$ cat src/pkg/scsi_int_status_defines.vh
// Constants for the SCSI interrupt status encoder
// Function
// - Reselect done: code 0x10, connected as target.
// - Select done: code 0x11, connected as initiator.
// - Target command done: 0x13 without attention, 0x14 with attention.
// - Translate address done: code 0x15.
// - Select-and-transfer done as initiator: code 0x16.
// - Transfer done outside message-in: 0x18 plus requested phase.
// - Reserved codes 0x12, 0x17, 0x25, 0x26 are never produced.
// - Message-in pause with acknowledge held: code 0x20.
// - Save-data-pointer message during select-and-transfer: code 0x21.
// - Select or reselect aborted while disconnected: code 0x22.
// - Target receive/send halted: 0x23 without attention, 0x24 with.
// - Advanced-mode mismatched reselection: 0x27, hold acknowledge, expose ID and LUN.
// - Transfer aborted as initiator: 0x28 plus requested phase.
// - Invalid command in any state: code 0x40.
// - Unexpected bus free as initiator: 0x41, become disconnected.
// - Select or reselect timeout: 0x42, stay disconnected.
// - Parity error: 0x43 without attention, 0x44 with attention.
// - Logical address beyond disk boundaries: code 0x45.
// - Non-advanced mismatched reselection: 0x46, connected as initiator.
// - Incorrect status byte in select-and-transfer: code 0x47.
// - Unexpected phase as initiator: 0x48 plus requested phase.
// - Phase code order is message, control/data, input/output; 000 data out.
// - Status holds unchanged from interrupt until host read or reset.
`ifndef SCSI_INT_STATUS_DEFINES_VH
`define SCSI_INT_STATUS_DEFINES_VH

// ***************************************
// Groups (upper nibble)
// ***************************************
`define GRP_DONE 4'h1
`define GRP_PAUSE 4'h2
`define GRP_TERM 4'h4

// ***************************************
// Event numbers (one-hot index)
// ***************************************
`define EV_RESEL_DONE 5'd0
`define EV_SEL_DONE 5'd1
`define EV_TGT_DONE 5'd2
`define EV_XLATE_DONE 5'd3
`define EV_SAT_DONE 5'd4
`define EV_XFER_DONE 5'd5
`define EV_MSGIN_PAUSE 5'd6
`define EV_SAVE_PTR 5'd7
`define EV_SEL_ABORT 5'd8
`define EV_TGT_HALT 5'd9
`define EV_RESEL_MISMATCH_ADV 5'd10
`define EV_XFER_ABORT 5'd11
`define EV_INVALID_CMD 5'd12
`define EV_BUS_FREE 5'd13
`define EV_SEL_TIMEOUT 5'd14
`define EV_PARITY_ERR 5'd15
`define EV_ADDR_RANGE 5'd16
`define EV_RESEL_MISMATCH 5'd17
`define EV_BAD_STATUS 5'd18
`define EV_BAD_PHASE 5'd19
`define EV_COUNT 20

// ***************************************
// Connection states and reset values
// ***************************************
`define CONN_DISC 2'd0
`define CONN_TARGET 2'd1
`define CONN_INIT 2'd2
`define STATUS_RESET 8'h00
`define FLAG_RESET 1'b0
`define SOURCE_RESET 3'h0

`endif

$ cat src/hw/scsi_interrupt_status_encoder.v
// SCSI interrupt status encoder: prioritised event to status code, held until read
`timescale 1ns/1ps
`include "scsi_int_status_defines.vh"

module scsi_interrupt_status_encoder #(
   parameter NUM_EVENTS = `EV_COUNT
) (
   input wire core_clk_i,
   input wire srst_i,
   input wire clk_en_i,
   input wire [NUM_EVENTS-1:0] event_i,
   input wire attention_i,
   input wire [2:0] phase_code_field_i,
   input wire [2:0] resel_id_i,
   input wire [2:0] resel_lun_i,
   input wire status_read_i,
   output reg [7:0] status_code_bits_o,
   output reg interrupt_request_o,
   output reg [1:0] conn_state_o,
   output reg ack_hold_o,
   output reg [2:0] source_id_o,
   output reg [2:0] source_lun_o
);

   // ***************************************
   // Event encoding
   // ***************************************
   // Phase input already ordered message, control/data, input/output
   function [7:0] encode;
      input [4:0] ev;
      input atn;
      input [2:0] ph;
      begin
         case (ev)
            `EV_RESEL_DONE: encode = {`GRP_DONE, 4'h0};
            `EV_SEL_DONE: encode = {`GRP_DONE, 4'h1};
            `EV_TGT_DONE: encode = {`GRP_DONE, atn ? 4'h4 : 4'h3};
            `EV_XLATE_DONE: encode = {`GRP_DONE, 4'h5};
            `EV_SAT_DONE: encode = {`GRP_DONE, 4'h6};
            `EV_XFER_DONE: encode = {`GRP_DONE, 1'b1, ph};
            `EV_MSGIN_PAUSE: encode = {`GRP_PAUSE, 4'h0};
            `EV_SAVE_PTR: encode = {`GRP_PAUSE, 4'h1};
            `EV_SEL_ABORT: encode = {`GRP_PAUSE, 4'h2};
            `EV_TGT_HALT: encode = {`GRP_PAUSE, atn ? 4'h4 : 4'h3};
            `EV_RESEL_MISMATCH_ADV: encode = {`GRP_PAUSE, 4'h7};
            `EV_XFER_ABORT: encode = {`GRP_PAUSE, 1'b1, ph};
            `EV_INVALID_CMD: encode = {`GRP_TERM, 4'h0};
            `EV_BUS_FREE: encode = {`GRP_TERM, 4'h1};
            `EV_SEL_TIMEOUT: encode = {`GRP_TERM, 4'h2};
            `EV_PARITY_ERR: encode = {`GRP_TERM, atn ? 4'h4 : 4'h3};
            `EV_ADDR_RANGE: encode = {`GRP_TERM, 4'h5};
            `EV_RESEL_MISMATCH: encode = {`GRP_TERM, 4'h6};
            `EV_BAD_STATUS: encode = {`GRP_TERM, 4'h7};
            `EV_BAD_PHASE: encode = {`GRP_TERM, 1'b1, ph};
            // Unused numbers fall back to invalid command, never a reserved code
            default: encode = {`GRP_TERM, 4'h0};
         endcase
      end
   endfunction

   // ***************************************
   // Priority pick: lowest event number wins
   // ***************************************
   // A ripple of "something lower is set" terms: each event looks only at
   // its neighbour, so the event count can grow without new logic
   wire [NUM_EVENTS-1:0] seen_below;
   wire [NUM_EVENTS-1:0] winner;
   wire any_event;
   wire [4:0] pick;

   genvar g;
   generate
      for (g = 0; g < NUM_EVENTS; g = g + 1) begin : pick_chain
         if (g == 0) begin : first
            assign seen_below[g] = 1'b0;
         end else begin : rest
            assign seen_below[g] = seen_below[g-1] | event_i[g-1];
         end
         assign winner[g] = event_i[g] & ~seen_below[g];
      end
   endgenerate

   // One-hot winner to event number
   // At most one bit is set, so the loop order does not matter
   function [4:0] onehot_index;
      input [NUM_EVENTS-1:0] hot;
      integer k;
      begin
         onehot_index = 5'd0;
         for (k = 0; k < NUM_EVENTS; k = k + 1) begin
            if (hot[k]) begin
               onehot_index = k[4:0];
            end
         end
      end
   endfunction

   assign any_event = |event_i;
   assign pick = onehot_index(winner);

   // ***************************************
   // Load decision
   // ***************************************
   // A read in the same cycle as a new event frees the register first,
   // so the event is loaded rather than lost
   // Events that meet a pending code are dropped; the host sees the first
   wire can_load = !interrupt_request_o || status_read_i;
   wire load = any_event && can_load;

   // ***************************************
   // Side-effect decoding
   // ***************************************
   // New connection state after an event; most events leave it alone
   function [1:0] conn_after;
      input [4:0] ev;
      input [1:0] cur;
      begin
         case (ev)
            `EV_RESEL_DONE: conn_after = `CONN_TARGET;
            `EV_SEL_DONE: conn_after = `CONN_INIT;
            `EV_RESEL_MISMATCH: conn_after = `CONN_INIT;
            `EV_BUS_FREE: conn_after = `CONN_DISC;
            `EV_SEL_TIMEOUT: conn_after = `CONN_DISC;
            `EV_SEL_ABORT: conn_after = `CONN_DISC;
            default: conn_after = cur;
         endcase
      end
   endfunction

   // Events that leave the bus acknowledge asserted for the host
   function holds_ack;
      input [4:0] ev;
      begin
         holds_ack = (ev == `EV_MSGIN_PAUSE) || (ev == `EV_RESEL_MISMATCH_ADV);
      end
   endfunction

   // Only the advanced-mode mismatch exposes who reselected us
   function captures_source;
      input [4:0] ev;
      begin
         captures_source = (ev == `EV_RESEL_MISMATCH_ADV);
      end
   endfunction

   // Guard against reserved codes; cheap, and keeps a bad index harmless
   function is_reserved;
      input [7:0] code;
      begin
         is_reserved = (code == 8'h12) || (code == 8'h17) || (code == 8'h25) || (code == 8'h26);
      end
   endfunction

   // ***************************************
   // Next values
   // ***************************************
   wire [7:0] coded = encode(pick, attention_i, phase_code_field_i);

   reg [7:0] next_status;
   reg next_irq;
   reg [1:0] next_conn;
   reg next_ack;
   reg [2:0] next_source_id;
   reg [2:0] next_source_lun;

   // Status: new code on a load, otherwise held
   always @* begin
      next_status = status_code_bits_o;
      if (load) begin
         next_status = is_reserved(coded) ? {`GRP_TERM, 4'h0} : coded;
      end
   end

   // Request: set by a load, dropped by a read; a load wins a tie
   always @* begin
      next_irq = interrupt_request_o;
      if (load) begin
         next_irq = 1'b1;
      end else if (status_read_i) begin
         next_irq = 1'b0;
      end
   end

   // Connection state and acknowledge hold follow the loaded event
   always @* begin
      next_conn = conn_state_o;
      next_ack = ack_hold_o;
      if (load) begin
         next_conn = conn_after(pick, conn_state_o);
         next_ack = holds_ack(pick);
      end
   end

   // Reselector ID and LUN stay from the last advanced-mode mismatch until the next one
   always @* begin
      next_source_id = source_id_o;
      next_source_lun = source_lun_o;
      if (load && captures_source(pick)) begin
         next_source_id = resel_id_i;
         next_source_lun = resel_lun_i;
      end
   end

   // ***************************************
   // Status code register
   // ***************************************
   // Only a load moves it, so the code holds from interrupt to read or reset
   // Reset obeys the clock enable too, so a frozen block stays frozen
   always @(posedge core_clk_i) begin
      if (clk_en_i) begin
         if (srst_i) begin
            status_code_bits_o <= `STATUS_RESET;
         end else begin
            status_code_bits_o <= next_status;
         end
      end
   end

   // ***************************************
   // Interrupt request
   // ***************************************
   // Level request; the host sees it one cycle after the load
   always @(posedge core_clk_i) begin
      if (clk_en_i) begin
         if (srst_i) begin
            interrupt_request_o <= `FLAG_RESET;
         end else begin
            interrupt_request_o <= next_irq;
         end
      end
   end

   // ***************************************
   // Connection state
   // ***************************************
   // Only the events named in conn_after move it
   always @(posedge core_clk_i) begin
      if (clk_en_i) begin
         if (srst_i) begin
            conn_state_o <= `CONN_DISC;
         end else begin
            conn_state_o <= next_conn;
         end
      end
   end

   // ***************************************
   // Acknowledge hold
   // ***************************************
   // Stays held until the next code is loaded
   always @(posedge core_clk_i) begin
      if (clk_en_i) begin
         if (srst_i) begin
            ack_hold_o <= `FLAG_RESET;
         end else begin
            ack_hold_o <= next_ack;
         end
      end
   end

   // ***************************************
   // Reselector ID
   // ***************************************
   // Kept until the next advanced-mode mismatch
   always @(posedge core_clk_i) begin
      if (clk_en_i) begin
         if (srst_i) begin
            source_id_o <= `SOURCE_RESET;
         end else begin
            source_id_o <= next_source_id;
         end
      end
   end

   // ***************************************
   // Reselector LUN
   // ***************************************
   // Captured together with the ID
   always @(posedge core_clk_i) begin
      if (clk_en_i) begin
         if (srst_i) begin
            source_lun_o <= `SOURCE_RESET;
         end else begin
            source_lun_o <= next_source_lun;
         end
      end
   end

endmodule

$ cat config.mk
export PLATFORM = sky130hd
export DESIGN_NAME = scsi_interrupt_status_encoder
export DESIGN_NICKNAME = d
export VERILOG_FILES = /design/src/hw/scsi_interrupt_status_encoder.v
export VERILOG_INCLUDE_DIRS = /design/src /design/src/pkg
export SDC_FILE = /design/constraint.sdc
export NUM_CORES = 1
export LEC_CHECK = 0
export BUFFER_PORTS_ARGS = -buffer_cell sky130_fd_sc_hd__buf_2
export CORE_MARGIN = 1.5
export CORE_UTILIZATION = 47
export CTS_CLUSTER_DIAMETER = 60
export CTS_CLUSTER_SIZE = 14
export DETAILED_ROUTE_END_ITERATION = 16
export HOLD_SLACK_MARGIN = 0.1
export PLACE_DENSITY_LB_ADDON = 0.05
export SLEW_MARGIN = 20
export SYNTH_ARGS = -nofsm -noshare
export SYNTH_HDL_FRONTEND = slang
export SYNTH_SLANG_ARGS = --single-unit
$ cat constraint.sdc
create_clock -name core_clk_i -period 1.8 [get_ports core_clk_i]
set_input_delay 0 -clock core_clk_i [delete_from_list [all_inputs] [get_ports core_clk_i]]
set_output_delay 0 -clock core_clk_i [all_outputs]
set_load 0.05 [all_outputs]
==> results_dict.tcl <==
set metrics [dict create \
    timing.critical_path.required_ns 1.75 \
    first_global_vias 1131 \
    floorplan_row_count 18 \
    count_of_pins_over_their_slew_limit 0 \
    setup_slack_ns 0.269 \
    worst_hold_slack_ns 0.141 \
    synth_enable_flop_cells 17 \
    post_synth_mux_area_share_pct 0 \
    fmaxAchievable_mhz 653 \
    post_synth_inst_count 129 \
    stdcell_count 231 \
    drc 0 \
    layout.cell_area.non_filler_um2 1670 \
    largest_family_of_logic_cells_by_synthesized_area "simple AND/OR/NAND/NOR gates" \
    synth-xor-area-share_pct 0 \
    initial_core_utilization_pct 48.8 \
    cts.root.buffer_cell "clkbuf_4" \
    timing.max_cap.violations 0 \
    minimum_clock_period_ns 1.53 \
    avgViaCountPerCell 5.46 \
    post-dp-hpwl_mm 2.40 \
    reg2reg_setup_slack_ns 0.27 \
    io_buffer_count 50 \
    syn-mean-instance-area_um2 9.20 \
    wire_per_inst_um 13.1 \
    adder_and_majority_gate_portion_of_the_synthesized_area_pct 0 \
    drt-pass1-iter-count 4 \
    number_of_antenna_violations_at_the_first_check_in_global_routing 0 \
    postSynth.topFlopCell "edfxtp_1" \
    die_x_um 53.3 \
    cts_made_buffers 3 \
    synthSimpleGateAreaFrac_pct 32.0 \
    globalRouteTotalUtil_pct 22.7 \
    worstSkewPairLatency_ns 0.29 \
    timing.max_slew.rel_slack_pct 67.6 \
    yosys_warnings 0 \
    die-area_um2 2840 \
    global_placer_s_final_weighted_congestion 0.929 \
    min_period_over_period_pct 85.1 \
    pin_count_of_the_biggest_net_entering_global_routing 18 \
    setup.worst_path.end_class "flip-flop" \
    wirelength_mm 3.04 \
    wire_length_of_the_first_global_routing_pass_mm 4.77 \
    post_route_cells_drive_above_1_share_pct 37.3 \
    final-hold-violation-count 0 \
    boundaryPins 52 \
    dp.cells 218 \
    clock_tree_from_tritoncts "done" \
    ant_nets 0 \
    diodes_inserted 0 \
    dpl_cell_area_um2 1550 \
    highest_net_fanout_along_the_worst_path 6 \
    drt_iter0_markers 54 \
    coreArea_um2 2430 \
    startpoint_type "flip-flop" \
    synth.net_count 163 \
    setup_tns_final_ns 0 \
    clock-sinks 17 \
    grt_setup_unrepaired "false" \
    fillerInstances 210 \
    via_count 1262 \
    post_synthesis_instance_area_um2 1190 \
    place_ws_ns 0.0321 \
    leak_nw 0.684 \
    synth_compound_area_share_pct 20.9 \
    cts.clk_slew.worst_paths_ns 0.11 \
    peakVddDrop_uv 573 \
    htree_levels 1 \
    worst_pin_slew_ns 0.474 \
    areaGrowthSynthToFinish_pct 40.5 \
    critPathKind "flip-flop to flip-flop" \
    synth-seq-area-share_pct 43.0 \
    synth_seq_cells 17 \
    power-per-cell-area_nw_per_um2 572 \
    ys_async_sr_fraction_pct 0 \
    die_height_um 53.3 \
    post-cts-setup-buffers 0 \
    cts.path.max_buffers 2 \
    number_of_distinct_library_cells_after_synthesis 39 \
    cp.arrival_ns 1.48 \
    final_nets 236 \
    outcome "complete, no violations" \
    report.final.setup_viol 0 \
    grt-ovfl-total 0 \
    timing.hold.worst.class "input port to flip-flop" \
    fin_worst_skew_ns 0.0117 \
]
## logic make-up (layout without fill, tap and decap cells)
group	after synthesis	in the layout
buffers and inverters	11	83
other	1	1
AND/OR/NAND/NOR	63	63
AO/OA/AOI/OAI	37	37
flip-flops	17	17
## power breakdown
group          internal [mW]  total, mW  switching (mW)
combinational         0.0992      0.288           0.189
sequential             0.462      0.466         0.00456
clock                 0.0824      0.199           0.117
total                  0.643      0.954           0.310
## synth_stat cells, types with 2 or more instances
master / instances / share of area [%]
edfxtp_1: 17 / 43
nor2_1: 14 / 4.4
nand2_1: 10 / 3.2
o21ai_0: 10 / 4.2
inv_1: 9 / 2.8
nor3_1: 9 / 3.8
a21oi_1: 8 / 3.4
nor2b_1: 8 / 4.2
a31oi_1: 3 / 1.6
a41oi_1: 3 / 2.2
nand3_1: 3 / 1.3
and2_1: 2 / 1.1
nand2_2: 2 / 1.1
nand2b_1: 2 / 1.1
nor3b_1: 2 / 1.3
nor4_1: 2 / 1.1
nor4_4: 2 / 3.6
o21a_1: 2 / 1.3
## per-stage QoR
stage / utilization [%] / power [mW]
after global placement: 63.6 / 0.741
after floorplan: - / 0.637
after CTS: 68.4 / 0.954
after global routing: 68.6 / 0.998
final: 68.6 / 0.954
after detailed placement: 63.6 / 0.745
## sequential cells by signal, summed over array words and instances (netlist names)
signal and count:
status_code_bits_o 7, source_id_o 3, source_lun_o 3, conn_state_o 2, ack_hold_o 1, interrupt_request_o 1
## critical path: stages (launching register included)
cell,delay (ns)
edfxtp_1,0.40
a32oi_1,0.21
o21ai_0,0.10
buf_4,0.17
a21oi_2,0.31
## cells in the final DEF, fill, tap and decap left out, types with 8 or more instances in the layout
cell / count
buf_2: 50
o21ai_0: 10
nor2_1: 14
inv_1: 9
nand2_1: 10
nor2b_1: 8
dlygate4sd3_1: 9
edfxtp_1: 17
nor3_1: 9
buf_4: 11
## layout make-up
type                            instances  area (um^2)  share of cell area [%]
Tap cell                               30         37.5                    2.25
Clock buffer                            3         22.5                    1.35
Inverter                                9         33.8                    2.03
Sequential cell                        17          510                    30.6
Clock inverter                          1         5.00                   0.300
Multi-Input combinational cell        101          636                    38.1
Timing Repair Buffer                   70          423                    25.4
## final timing paths
kind / from / cells past startpoint / to
min reg2reg: interrupt_request_o$_SDFFCE_PP0P_ / 2 / interrupt_request_o$_SDFFCE_PP0P_
min: phase_code_field_i[2] / 3 / status_code_bits_o[2]$_SDFFCE_PP0P_
max reg2reg: interrupt_request_o$_SDFFCE_PP0P_ / 4 / source_lun_o[2]$_SDFFCE_PP0P_
max: interrupt_request_o$_SDFFCE_PP0P_ / 4 / source_lun_o[2]$_SDFFCE_PP0P_
## metal layers
metal  wire length [um]  global-route usage (%)  vias to the layer above
met5                  0                       0                        -
met4                  0                    5.13                        0
met3                260                    4.52                        0
met2               1510                    37.7                       62
met1               1270                    30.3                      562
li1                   -                       -                      638
## what timing repair did
action	CTS	global route
gates resized for setup	0	1
hold endpoints to repair	8	0
setup endpoints to repair	0	6
hold buffers	9	0
Power figures use the tool's default switching activity.
